`src/design/nmc_pkg.sv`:
```
// shared constants, opcodes and decode helpers of the nibble core
package nmc_pkg;

  // datapath widths
  localparam int PC_W    = 10;
  localparam int PAGE_W  = 6;
  localparam int NIB     = 4;
  localparam int RAM_AW  = 6;
  localparam int LATCH_W = 8;
  localparam int ARG_W   = 10;
  localparam int OP_W    = 5;

  // instruction cycle timing in master clocks, and default host fifo depth
  localparam int CYC_DIV_DEF    = 16;
  localparam int EXEC_PHASE     = 3;
  localparam int FIFO_DEPTH_DEF = 4;

  // reset and vector values
  localparam logic [9:0] PC_RESET   = 10'h000;
  localparam logic [9:0] INT_VECTOR = 10'h0ff;
  localparam logic [3:0] EN_RESET   = 4'h0;
  localparam logic       SKL_RESET  = 1'h1;

  // enable register bit positions
  localparam int EN_CNT  = 0;
  localparam int EN_INT  = 1;
  localparam int EN_LDRV = 2;
  localparam int EN_SOUT = 3;

  // general input positions, host strobes in host bus mode
  localparam int IN_RD = 1;
  localparam int IN_CS = 2;
  localparam int IN_WR = 3;

  typedef enum logic [4:0] {
    OP_NOP   = 5'h00, OP_ADDC  = 5'h01, OP_ADDI  = 5'h02,
    OP_LDM   = 5'h03, OP_XCHM  = 5'h04, OP_LDD   = 5'h05,
    OP_XCHD  = 5'h06, OP_LDB   = 5'h07, OP_CABD  = 5'h08,
    OP_CABR  = 5'h09, OP_OBD   = 5'h0a, OP_XAS   = 5'h0b,
    OP_LEI   = 5'h0c, OP_LQMA  = 5'h0d, OP_LQPRG = 5'h0e,
    OP_RDQ   = 5'h0f, OP_RDL   = 5'h10, OP_STL   = 5'h11,
    OP_OGI   = 5'h12, OP_JMP   = 5'h13, OP_JP    = 5'h14,
    OP_CALL  = 5'h15, OP_RET   = 5'h16
  } nmc_op_t;

  // direct-addressed memory instructions use the operand as address
  function automatic logic uses_direct(input nmc_op_t op);
    return (op == OP_LDD) || (op == OP_XCHD);
  endfunction : uses_direct

  // instructions that load the 8-bit latch themselves
  function automatic logic loads_latch(input nmc_op_t op);
    return (op == OP_LQMA) || (op == OP_LQPRG);
  endfunction : loads_latch

endpackage : nmc_pkg

```
`src/design/nmc_ram_if.sv`:
```
// port bundle between the core and its data memory
`timescale 1ns/10ps
interface nmc_ram_if;
  logic [nmc_pkg::RAM_AW-1:0] addr;
  logic [nmc_pkg::NIB-1:0]    wdata;
  logic [nmc_pkg::NIB-1:0]    rdata;
  logic                       we;
  modport ctrl (output addr, output wdata, output we, input rdata);
  modport mem  (input addr, input wdata, input we, output rdata);
endinterface : nmc_ram_if

```
`src/design/nmc_core.sv`:
```
// nibble core: program counter, stack, datapath, serial and port control
`timescale 1ns/10ps
module nmc_core #(
  parameter int CYC_DIV    = nmc_pkg::CYC_DIV_DEF,
  parameter int FIFO_DEPTH = nmc_pkg::FIFO_DEPTH_DEF
) (
  input  wire logic       MCLK,
  input  wire logic       RST,
  input  wire logic       HOST_BUS_MODE,
  output logic [9:0]      PROG_ADDR,
  input  wire logic [4:0] INSTR_CODE,
  input  wire logic [9:0] INSTR_ARG,
  output logic            CYCLE_SYNC,
  input  wire logic [3:0] GENERAL_INPUTS,
  input  wire logic       SERIAL_IN,
  output logic            SERIAL_OUT,
  output logic            SERIAL_CLOCK_OUTPUT,
  output logic [3:0]      DIGIT_OUT,
  output logic [3:0]      GPIO_OUT,
  input  wire logic [7:0] PORT_IN,
  output logic [7:0]      PORT_OUT,
  output logic            PORT_OE_N,
  output logic            HOST_FIFO_READY,
  output logic [3:0]      ACCUM,
  output logic            CARRY,
  output logic [3:0]      ENABLE_STATE
);
  localparam int PH_W = $clog2(CYC_DIV);
  localparam logic [PH_W-1:0] PH_EXEC = PH_W'(nmc_pkg::EXEC_PHASE);
  localparam logic [PH_W-1:0] PH_LAST = PH_W'(CYC_DIV - 1);
  localparam logic [PH_W-1:0] PH_HALF = PH_W'(CYC_DIV / 2);

  generate
    if (CYC_DIV < 8 || (CYC_DIV & (CYC_DIV - 1)) != 0)
      $error("CYC_DIV must be a power of two of at least 8");
  endgenerate

  typedef struct packed {
    logic [9:0]      program_counter;
    logic [9:0]      stack_level_one;
    logic [9:0]      stack_level_two;
    logic [9:0]      stack_level_three;
    logic [3:0]      a;
    logic            c;
    logic [1:0]      ram_row_select;
    logic [3:0]      ram_digit_select;
    logic [3:0]      d;
    logic [3:0]      g;
    logic [7:0]      q;
    logic [3:0]      en;
    logic [3:0]      serial_shift_counter;
    logic            clock_output_latch;
    logic [PH_W-1:0] phase;
    nmc_pkg::nmc_op_t op;
    logic [9:0]      arg;
    logic            si_s1;
    logic            si_s2;
    logic            si_s3;
    logic [3:0]      in_s1;
    logic [3:0]      in_s2;
    logic [3:0]      in_s3;
    logic            int_pend;
    logic            host_ready_flag;
    logic            so;
    logic            sk;
    logic            sync;
    logic [7:0]      port_out;
    logic            port_oe_n;
    logic [3:0]      gpio;
  } nmc_core_st_t;

  nmc_core_st_t st;
  nmc_core_st_t next_st;

  nmc_ram_if ram ();

  logic       fifo_push;
  logic       fifo_in_ready;
  logic       fifo_valid;
  logic       fifo_take;
  logic [7:0] fifo_data;

  nmc_ram u_ram (
    .MCLK   (MCLK),
    .RST    (RST),
    .port_m (ram.mem)
  );

  // host writes queue here so a busy core cannot lose a byte
  nmc_fifo #(
    .W (nmc_pkg::LATCH_W),
    .D (FIFO_DEPTH)
  ) u_fifo (
    .MCLK      (MCLK),
    .RST       (RST),
    .in_valid  (fifo_push),
    .in_ready  (fifo_in_ready),
    .in_data   (PORT_IN),
    .out_valid (fifo_valid),
    .out_ready (fifo_take),
    .out_data  (fifo_data)
  );

  logic exec;
  logic si_fall;
  logic int_fall;
  logic wr_rise;
  logic rd_act;
  logic [4:0] sum;

  // decoded events from the synchronised copies only
  always_comb
  begin
    exec     = (st.phase == PH_EXEC);
    si_fall  = st.si_s3 && !st.si_s2;
    int_fall = st.in_s3[nmc_pkg::IN_RD] && !st.in_s2[nmc_pkg::IN_RD];
    wr_rise  = HOST_BUS_MODE && !st.in_s2[nmc_pkg::IN_CS]
               && st.in_s2[nmc_pkg::IN_WR]
               && !st.in_s3[nmc_pkg::IN_WR];
    rd_act   = HOST_BUS_MODE && !st.in_s2[nmc_pkg::IN_RD]
               && !st.in_s2[nmc_pkg::IN_CS];
    sum      = {1'b0, st.a} + {1'b0, ram.rdata} + {4'h0, st.c};
  end

  // data is taken at write release, where its setup is guaranteed
  assign fifo_push = wr_rise;
  // the drain stalls while an instruction writes the latch itself
  assign fifo_take = !(exec && nmc_pkg::loads_latch(st.op));

  // memory address: operand for direct ops, else the pointer
  assign ram.addr  = nmc_pkg::uses_direct(st.op)
                     ? st.arg[5:0]
                     : {st.ram_row_select, st.ram_digit_select};
  assign ram.we    = exec && (st.op == nmc_pkg::OP_XCHM
                     || st.op == nmc_pkg::OP_XCHD
                     || st.op == nmc_pkg::OP_STL);
  assign ram.wdata = (st.op == nmc_pkg::OP_STL)
                     ? (st.arg[0] ? PORT_IN[7:4] : PORT_IN[3:0])
                     : st.a;

  always_comb
  begin
    next_st = st;
    // two-flop synchronisers, first stage feeds only the second
    next_st.si_s1 = SERIAL_IN;
    next_st.si_s2 = st.si_s1;
    next_st.si_s3 = st.si_s2;
    next_st.in_s1 = GENERAL_INPUTS;
    next_st.in_s2 = st.in_s1;
    next_st.in_s3 = st.in_s2;
    next_st.phase = (st.phase == PH_LAST) ? '0 : st.phase + 1'b1;

    // a new falling edge wins over the clear at acknowledge
    if (st.phase == '0 && st.int_pend && st.en[nmc_pkg::EN_INT])
      next_st.int_pend = 1'b0;
    if (int_fall && st.en[nmc_pkg::EN_INT] && !HOST_BUS_MODE)
      next_st.int_pend = 1'b1;

    // counter mode: a serial exchange in the same clock wins
    if (st.en[nmc_pkg::EN_CNT] && si_fall)
      next_st.serial_shift_counter =
        st.serial_shift_counter - 4'h1;
    if (!st.en[nmc_pkg::EN_CNT] && st.phase == PH_LAST)
      next_st.serial_shift_counter =
        {st.serial_shift_counter[2:0], st.si_s2};

    // fetch at the cycle boundary, or take a pending interrupt
    if (st.phase == '0)
    begin
      if (st.int_pend && st.en[nmc_pkg::EN_INT])
      begin
        next_st.op                = nmc_pkg::OP_NOP;
        next_st.stack_level_one   = st.program_counter;
        next_st.stack_level_two   = st.stack_level_one;
        next_st.stack_level_three = st.stack_level_two;
        next_st.program_counter   = nmc_pkg::INT_VECTOR;
        next_st.en[nmc_pkg::EN_INT] = 1'b0;
      end
      else
      begin
        next_st.op  = nmc_pkg::nmc_op_t'(INSTR_CODE);
        next_st.arg = INSTR_ARG;
      end
    end

    // latch refill from the host queue when no instruction owns it
    if (fifo_valid && fifo_take)
      next_st.q = fifo_data;

    if (exec && st.op != nmc_pkg::OP_NOP)
    begin
      next_st.program_counter = st.program_counter + 10'h001;
      unique case (st.op)
        nmc_pkg::OP_ADDC:
        begin
          next_st.a = sum[3:0];
          next_st.c = sum[4];
        end
        nmc_pkg::OP_ADDI:
          next_st.a = st.a + st.arg[3:0];
        nmc_pkg::OP_LDM,
        nmc_pkg::OP_LDD,
        nmc_pkg::OP_XCHM,
        nmc_pkg::OP_XCHD:
          next_st.a = ram.rdata;
        nmc_pkg::OP_LDB:
          {next_st.ram_row_select, next_st.ram_digit_select} =
            st.arg[5:0];
        nmc_pkg::OP_CABD:
          next_st.ram_digit_select = st.a;
        nmc_pkg::OP_CABR:
          next_st.ram_row_select = st.a[1:0];
        nmc_pkg::OP_OBD:
          next_st.d = st.ram_digit_select;
        nmc_pkg::OP_XAS:
        begin
          next_st.a = st.serial_shift_counter;
          next_st.serial_shift_counter = st.a;
          next_st.clock_output_latch = st.c;
        end
        nmc_pkg::OP_LEI:
          next_st.en = st.arg[3:0];
        nmc_pkg::OP_LQMA:
          next_st.q = {ram.rdata, st.a};
        nmc_pkg::OP_LQPRG:
          next_st.q = st.arg[7:0];
        nmc_pkg::OP_RDQ:
          next_st.a = st.arg[0] ? st.q[7:4] : st.q[3:0];
        nmc_pkg::OP_RDL:
          next_st.a = st.arg[0] ? PORT_IN[7:4]
                                : PORT_IN[3:0];
        nmc_pkg::OP_STL:
          next_st.a = st.a;
        nmc_pkg::OP_OGI:
        begin
          next_st.g = st.arg[3:0];
          next_st.host_ready_flag = st.arg[0];
        end
        nmc_pkg::OP_JMP:
          next_st.program_counter = st.arg;
        nmc_pkg::OP_JP:
          next_st.program_counter =
            {st.program_counter[9:6], st.arg[5:0]};
        nmc_pkg::OP_CALL:
        begin
          next_st.stack_level_one   = st.program_counter + 10'h001;
          next_st.stack_level_two   = st.stack_level_one;
          next_st.stack_level_three = st.stack_level_two;
          next_st.program_counter   = st.arg;
        end
        nmc_pkg::OP_RET:
        begin
          next_st.program_counter = st.stack_level_one;
          next_st.stack_level_one = st.stack_level_two;
          next_st.stack_level_two = st.stack_level_three;
        end
        default:
          next_st.a = st.a;
      endcase
    end

    // a host write clears ready even against a program set
    if (wr_rise)
      next_st.host_ready_flag = 1'b0;

    // pin registers follow the next state so outputs are flops
    next_st.sync = (next_st.phase < PH_HALF);
    if (next_st.en[nmc_pkg::EN_CNT])
    begin
      next_st.so = next_st.en[nmc_pkg::EN_SOUT];
      next_st.sk = next_st.clock_output_latch;
    end
    else
    begin
      next_st.so = next_st.en[nmc_pkg::EN_SOUT]
                   && next_st.serial_shift_counter[3];
      next_st.sk = next_st.clock_output_latch && next_st.sync;
    end
    next_st.port_out = next_st.q;
    if (HOST_BUS_MODE)
      next_st.port_oe_n = !rd_act;
    else
      next_st.port_oe_n = !next_st.en[nmc_pkg::EN_LDRV];
    next_st.gpio = HOST_BUS_MODE
                   ? {next_st.g[3:1], next_st.host_ready_flag}
                   : next_st.g;
  end

  // reset clears core state; clock latch set so sk is sync
  always_ff @(posedge MCLK)
  begin
    if (RST)
    begin
      st                    <= '0;
      st.program_counter    <= nmc_pkg::PC_RESET;
      st.en                 <= nmc_pkg::EN_RESET;
      st.clock_output_latch <= nmc_pkg::SKL_RESET;
      st.op                 <= nmc_pkg::OP_NOP;
      st.port_oe_n          <= 1'b1;
      st.sync               <= 1'b1;
      st.sk                 <= nmc_pkg::SKL_RESET;
      // idle-high levels, so no false strobe edge follows reset
      {st.si_s1, st.si_s2, st.si_s3} <= 3'h7;
      {st.in_s1, st.in_s2, st.in_s3} <= 12'hfff;
    end
    else
      st <= next_st;
  end

  assign PROG_ADDR           = st.program_counter;
  assign CYCLE_SYNC          = st.sync;
  assign SERIAL_OUT          = st.so;
  assign SERIAL_CLOCK_OUTPUT = st.sk;
  assign DIGIT_OUT           = st.d;
  assign GPIO_OUT            = st.gpio;
  assign PORT_OUT            = st.port_out;
  assign PORT_OE_N           = st.port_oe_n;
  assign HOST_FIFO_READY     = fifo_in_ready;
  assign ACCUM               = st.a;
  assign CARRY               = st.c;
  assign ENABLE_STATE        = st.en;
endmodule : nmc_core

```
`src/design/nmc_ram.sv`:
```
// 64 x 4 data memory with registered read data
`timescale 1ns/10ps
module nmc_ram (
  input  wire logic MCLK,
  input  wire logic RST,
  nmc_ram_if.mem    port_m
);
  localparam int DEPTH = 1 << nmc_pkg::RAM_AW;

  typedef struct packed {
    logic [DEPTH-1:0][nmc_pkg::NIB-1:0] cells;
    logic [nmc_pkg::NIB-1:0]            rdata;
  } nmc_ram_st_t;

  nmc_ram_st_t st;
  nmc_ram_st_t next_st;

  // cells are not cleared by reset; software clears them
  always_comb
  begin
    next_st       = st;
    next_st.rdata = st.cells[port_m.addr];
    if (port_m.we)
      next_st.cells[port_m.addr] = port_m.wdata;
  end

  always_ff @(posedge MCLK)
  begin
    if (RST)
      st.rdata <= '0;
    else
      st <= next_st;
  end

  assign port_m.rdata = st.rdata;
endmodule : nmc_ram

```
`src/design/nmc_fifo.sv`:
```
// small valid/ready fifo with registered full and empty flags
`timescale 1ns/10ps
module nmc_fifo #(
  parameter int W = 8,
  parameter int D = 4
) (
  input  wire logic         MCLK,
  input  wire logic         RST,
  input  wire logic         in_valid,
  output logic              in_ready,
  input  wire logic [W-1:0] in_data,
  output logic              out_valid,
  input  wire logic         out_ready,
  output logic [W-1:0]      out_data
);
  localparam int AW = (D > 1) ? $clog2(D) : 1;
  localparam int CW = $clog2(D + 1);

  generate
    if (D < 2 || W < 1)
      $error("nmc_fifo needs D >= 2 and W >= 1");
  endgenerate

  typedef struct packed {
    logic [D-1:0][W-1:0] mem;
    logic [AW-1:0]       wp;
    logic [AW-1:0]       rp;
    logic [CW-1:0]       cnt;
    logic                full;
    logic                empty;
    logic                rdy;
  } nmc_fifo_st_t;

  nmc_fifo_st_t st;
  nmc_fifo_st_t next_st;
  logic         push;
  logic         pop;

  // pointers wrap at D so any depth of 2 or more works, not only powers of two
  always_comb
  begin
    next_st = st;
    push    = in_valid && !st.full;
    pop     = !st.empty && out_ready;
    if (push)
    begin
      next_st.mem[st.wp] = in_data;
      next_st.wp = (st.wp == AW'(D - 1)) ? '0 : st.wp + 1'b1;
    end
    if (pop)
      next_st.rp = (st.rp == AW'(D - 1)) ? '0 : st.rp + 1'b1;
    if (push && !pop)
      next_st.cnt = st.cnt + 1'b1;
    else if (pop && !push)
      next_st.cnt = st.cnt - 1'b1;
    next_st.full  = (next_st.cnt == CW'(D));
    next_st.empty = (next_st.cnt == '0);
    // ready kept as its own flop so the core's pin needs no gate
    next_st.rdy   = !next_st.full;
  end

  always_ff @(posedge MCLK)
  begin
    if (RST)
    begin
      st       <= '0;
      st.empty <= 1'b1;
      st.rdy   <= 1'b1;
    end
    else
      st <= next_st;
  end

  assign in_ready  = st.rdy;
  assign out_valid = !st.empty;
  assign out_data  = st.mem[st.rp];
endmodule : nmc_fifo

```
`config.mk`:
```
export PLATFORM = sky130hd
export DESIGN_NAME = nmc_core
export DESIGN_NICKNAME = d
export VERILOG_FILES = /design/src/design/nmc_pkg.sv /design/src/design/nmc_ram_if.sv /design/src/design/nmc_core.sv /design/src/design/nmc_ram.sv /design/src/design/nmc_fifo.sv
export SDC_FILE = /design/constraint.sdc
export NUM_CORES = 1
export LEC_CHECK = 0
export ABC_CLOCK_PERIOD_IN_PS = 9700
export BUFFER_PORTS_ARGS = -buffer_cell sky130_fd_sc_hd__buf_4
export CORE_AREA = 2 2 277 279
export CTS_BUF_LIST = sky130_fd_sc_hd__clkbuf_2
export DETAILED_ROUTE_END_ITERATION = 12
export DIE_AREA = 0 0 279 281
export GPL_TIMING_DRIVEN = 0
export HOLD_SLACK_MARGIN = 0.12
export MAX_ROUTING_LAYER = met4
export PLACE_DENSITY = 0.36
export SLEW_MARGIN = 40
export SYNTH_ARGS = -nofsm -noshare
export SYNTH_HDL_FRONTEND = slang
export SYNTH_SLANG_ARGS = --single-unit
export TNS_END_PERCENT = 5
```
`constraint.sdc`:
```
create_clock -name MCLK -period 9.7 [get_ports MCLK]
set_clock_uncertainty 0.1 [all_clocks]
set_input_delay 0.485 -clock MCLK [delete_from_list [all_inputs] [get_ports MCLK]]
set_output_delay 0.485 -clock MCLK [all_outputs]
set_load 0.02 [all_outputs]
```
# --- After elaboration in Yosys (flattened, before gate mapping) ---
# Index checks and enable logic that the tools add are counted.
classes:
  order_cmp: 6
  add_sub_neg: 10
  n_eq_ne: 28
  reduce_logical: 63
  bitwise_logic: 2
  muxes: 48
op_table:
  columns: ["operator", "n"]
  rows:
  - ["$bwmux W256", 1]
  - ["$mux W40", 2]
  - ["$mux W76", 1]
  - ["$mux W4", 11]
  - ["$eq A5 B4 Y1 const B", 8]
  - ["$pmux W20 S2", 1]
  - ["$eq A5 B5 Y1 const B", 7]
  - ["$bwmux W32", 1]
  - ["$pmux W10 S3", 1]
  - ["$logic_and A1 B1 Y1", 25]
  - ["$bmux W4 S6", 1]
  - ["$demux W4 S6", 1]
  - ["$mux W8", 3]
  - ["$pmux W4 S6", 1]
  - ["$eq A5 B3 Y1 const B", 4]
  - ["$bmux W8 S2", 1]
  - ["$demux W8 S2", 1]
  - ["$pmux W8 S2", 1]
  - ["$reduce_and A2 Y1", 8]
  - ["$logic_not A1 Y1", 14]
  - ["$add A10 B1 Y10 const B", 1]
  - ["$eq A5 B2 Y1 const B", 2]
  - ["$mux W1", 10]
  - ["$mux W10", 1]
  - ["other kinds (35)", 50]
word_totals:
  regBits: 422
  inputBits: 31
  elab_cells: 263
  output_inout_bits: 40

# --- Logic depth before layout (Yosys ltp) ---
depth:
  word_depth: 11
  mapped_depth: 11
  mapped_depth_nobuf: 9

# --- Hierarchy ---
# Synthesis repeated with hierarchy kept, for this count alone.
hier_totals:
  hier_cells: 1615
  hier_area_um2: 18545.3
modules_own_cells:
  columns: ["mod", "cells_each", "instances", "area_each_um2", "seq_area_each_um2"]
  rows:
  - ["nmc_ram", 652, 1, 10361.2, 7767.4]
  - ["nmc_core", 740, 1, 6254.7, 2262.2]
  - ["nmc_fifo", 223, 1, 1929.4, 840.8]

# --- Least setup slack after synthesis ---
# No wires, ideal clock.
synth_path:
  kind: "flip-flop to flip-flop"
  startpoint: "register st[44] (netlist name)"
  endpoint: "register u_ram.st[100] (netlist name), data pin"
  setup_time_ns: 0.548
  synth_period_minus_slack_ns: 3.815
  stages_incl_launch_ff: 7
  n_path_buf: 2
  t_arrival_ns: 3.166
  required_ns: 9.052
  path_slack_ns: 5.885
  path_cell_list: "dfxtp_1 -> buf_4 -> buf_1 -> or3_1 -> nor2_1 -> nor2_1 -> a21oi_1"
synth_between:
  elab_cells_between_ends: 12
  classes_between: "2 x order compare; 3 x eq/ne; 5 x mux; 2 x reduce/logical"
synth_lines:
  columns: ["item", "line_no", "source"]
  rows:
  - ["start: declaration", "nmc_core.sv:72", "nmc_core_st_t st;"]
  - ["start signal: assignment", "nmc_core.sv:307", "st <= next_st;"]
  - ["$eq A5 B5 Y1", "nmc_core.sv:137", "assign ram.wdata = (st.op == nmc_pkg::OP_STL)"]
  - ["$mux W4", "nmc_core.sv:138", "? (st.arg[0] ? PORT_IN[7:4] : PORT_IN[3:0])"]
  - ["named net ram.wdata (one bit)", "nmc_ram_if.sv:5", "logic [nmc_pkg::NIB-1:0] wdata;"]
  - ["$bwmux W256", "nmc_ram.sv:24", "next_st.cells[port_m.addr] = port_m.wdata;"]
  - ["end signal: assignment", "nmc_ram.sv:32", "st <= next_st;"]
  - ["end: declaration", "nmc_ram.sv:15", "nmc_ram_st_t st;"]
# The timed path passes the listed nets, and every way through them passes these cells.
# A chain may end at the register's enable or synchronous reset.

# --- Final worst setup path ---
layout_path:
  startpoint: "register st[45] (netlist name)"
  endpoint: "register u_ram.port_m.rdata[2] (netlist name)"
layout_between:
  elab_chain_len: 5
  elab_cells_between_ends: 6
  classes_between: "2 x eq/ne; 3 x mux; 1 x reduce/logical"
layout_lines:
  columns: ["item", "line_no", "source"]
  rows:
  - ["$eq A5 B3 Y1", "nmc_pkg.sv:48", "return (op == OP_LDD) || (op == OP_XCHD);"]
  - ["$logic_or A1 B1 Y1 *", "nmc_pkg.sv:48", null]
  - ["$mux W6 *", "nmc_core.sv:132", "? st.arg[5:0]"]
  - ["$bmux W4 S6 *", "nmc_ram.sv:22", "next_st.rdata = st.cells[port_m.addr];"]
  - ["$mux W4 (not written as such) *", "nmc_ram.sv:22", null]
# Every way passes the cells marked *; elsewhere a longest branch is shown, timed or not. The select of a mux whose other input is x is not followed.

==> results_dict.tcl <==
set metrics [dict create \
    hold_path_depth 1 \
    cts_tree "yes" \
    synth-edff-count 256 \
    dr.pass1.iters 6 \
    wire_per_inst_um 22.3 \
    status "completed" \
    synth_area_leaders "edfxtp_1 (41%), dfxtp_1 (17%), a22oi_1 (3.3%)" \
    ys.flop_type "edfxtp_1" \
    vias 14700 \
    post_synth_num_cell_types 86 \
    critPathKind "flop to flop" \
    port_buffers 69 \
    route.detailed.drc 0 \
    yosys_warnings 0 \
    powerDensity_mw_per_mm2 159 \
    cp_max_fo 10 \
    rr_startpoint "st[45]$_SDFFE_PP0P_" \
    grt_max_degree 23 \
    final_hold_viol_count 0 \
    min_period_over_period_pct 43.0 \
    finalSetupViolations 0 \
    layout.nets 1989 \
    hp-class "flop to flop" \
    end_kind "flop" \
    worst_ep_required_time_ns 10.56 \
    rsz0062_at_grt "false" \
    clock_tree.buffer_depth 3 \
    slew_headroom_pct 40.0 \
    crit_arrival_ns 5.03 \
    ys_top_cells_by_count "edfxtp_1 (256), dfxtp_1 (159), nand2_1 (157), nor2_1 (149), a21oi_1 (96)" \
    use_met1_pct 22.3 \
    syn_inst 1674 \
    r2r_end "u_ram.port_m.rdata[2]$_SDFF_PP0_" \
    syn_area_mm2 0.0187 \
    viasPerCell 4.89 \
    grt-busiest-layer "met2" \
    io_pins 71 \
    finalWirelength_mm 67.2 \
    syn_avg_cell_area_um2 11.2 \
    grt_pass1_vias 15000 \
    worst_skew_pair.late_latency_ns 1.15 \
    synthesis.nets 1725 \
    ir_worst_vdd_mv 0.0707 \
    die-area_mm2 0.0784 \
    drive_gt1_share_pct 20.1 \
    die_x_um 279 \
    cts_max_level 3 \
    fp-row-count 101 \
    r2r_cells 10 \
    tns_ns 0 \
    ys_async_sr_fraction_pct 0 \
    clock_sinks 415 \
    worst_slew_pin_slew_ns 0.900 \
    clock-root-buffer "clkbuf_2" \
    drt_iter0_drc 997 \
    yosysTopAreaCell "edfxtp_1" \
    cts_buffers 117 \
    globalRoute.totalOverflow 0 \
    core_mm2 0.0754 \
    area_growth_pct 20.4 \
    gp_congestion 0.843 \
    drv_slew 0 \
    reg2reg_slack_ns 5.53 \
    die_h_um 281 \
    min_period_ns 4.17 \
    use_met2_pct 29.0 \
    fin_cells 3006 \
    yosysSeqAreaShare_pct 58.1 \
    gr-usage-all-layers_pct 17.5 \
    p_leak_nw 7.55 \
    cp-endpoint "u_ram.port_m.rdata[2]$_SDFF_PP0_" \
    final_antenna_net_count 0 \
    startpoint "st[45]$_SDFFE_PP0P_" \
    maxCapViolCount 0 \
    use_met3_pct 2.62 \
    max_freq_mhz 240 \
    place_inst 2737 \
    yosys_register_bits 415 \
    synth_top_area_share_pct 41.1 \
    yosysMostFrequentCell "edfxtp_1" \
    grt_pass1_wl_mm 99.0 \
    dp_hpwl_mm 48.5 \
    cts.clk_slew.worst_paths_ns 0.09 \
    antenna_found_initial 6 \
    start_kind "flop" \
    start_util_pct 24.8 \
    cts_resized 0 \
]
[routing by layer]
metal  up-vias  part of all wire [%]  wire length (um)
met5         -                     0                 0
met4         0                   2.4              1600
met3       114                   3.9              2620
met2       388                    48             32400
met1      7271                    45             30500
li1       6928                     -                 -
[kinds of logic after synthesis]
| kind of cell | synth area share [%] |
|---|---|
| muxes | 2.96 |
| adders and majority gates | 1.46 |
| DFF | 58.1 |
| and+or+nand+nor | 12.2 |
| AOI/OAI and AO/OA | 18.8 |
| buffers and inverters | 5.39 |
| xor gates and xnor gates | 1.12 |
[sequential cells by signal, indices dropped and copies added (netlist names), 4 cells and up]
name	cells
ACCUM	4
DIGIT_OUT	4
ENABLE_STATE	4
PORT_OUT	8
PROG_ADDR	10
next_st	8
st	69
u_fifo.st	41
u_ram.port_m.rdata	4
u_ram.st	256
[layout make-up]
cell class | count | area (um2)
Fill cell | 7878 | 52900
Sequential cell | 415 | 10900
Multi-Input combinational cell | 1049 | 6960
Timing Repair Buffer | 145 | 1400
Tap cell | 978 | 1220
Clock buffer | 176 | 881
Buffer | 161 | 831
Inverter | 49 | 184
Clock inverter | 32 | 160
Antenna cell | 1 | 2.50
[through the flow]
step	worst slack, ns	hold slack [ns]	instance area (um2)	util (%)	total power, mW
global placement	2.19	0.301	20400	27.1	2.29
CTS	5.58	0.188	22500	29.8	3.64
floorplan	5.89	0.289	18700	-	2.17
global route	5.39	0.260	22500	29.8	3.76
finish	5.53	0.318	22500	29.8	3.57
detailed placement	5.64	0.297	20800	27.6	2.31
[placed cells by master, fill, tap and decap left out, types with 25 or more instances in the layout]
cell type,synthesis,final
clkbuf_2,0,182
a21oi_1,96,92
nor2_1,149,144
clkinv_1,1,26
a31oi_1,31,31
o21a_1,25,25
nand3_1,53,53
nor3_1,49,46
dfxtp_1,159,159
nand2_1,157,157
mux2i_1,35,34
inv_1,48,48
edfxtp_1,256,256
clkbuf_1,90,84
a22oi_1,82,82
dlygate4sd3_1,0,60
buf_4,37,106
o2111ai_1,37,37
[report_power, final]
group / switching, mW / internal [mW] / leakage, nW
clock: 0.777 / 0.510 / 0.809
sequential: 0.0246 / 1.89 / 3.51
combinational: 0.235 / 0.136 / 3.23
[worst min-delay path by stage]
stage | startpoint | slack [ns] | endpoint
CTS | RST | 0.19 | st[52]$_SDFF_PP1_
global placement | next_st[23]$_SDFF_PP1_ | 0.30 | next_st[19]$_SDFF_PP1_
detailed placement | next_st[23]$_SDFF_PP1_ | 0.30 | next_st[19]$_SDFF_PP1_
finish | next_st[24]$_SDFF_PP1_ | 0.32 | next_st[20]$_SDFF_PP1_
floorplan | next_st[23]$_SDFF_PP1_ | 0.29 | next_st[19]$_SDFF_PP1_
global route | RST | 0.26 | st[52]$_SDFF_PP1_
[timing repair]
item / in CTS / in global routing
setup buffers: 0 / 0
endpoints found under the hold margin: 135 / 0
hold buffers: 60 / 0
[worst max-delay path: stages (launching register included)]
cell and delay [ns]:
dfxtp_1 0.34, buf_2 0.20, nor3b_2 0.53, nand2_2 0.29, buf_2 0.28, clkbuf_1 0.26
o41ai_1 0.71, a2111oi_0 0.21, a31oi_1 0.36, nor4_1 0.13, a41oi_1 0.58
Power figures use the tool's default switching activity.
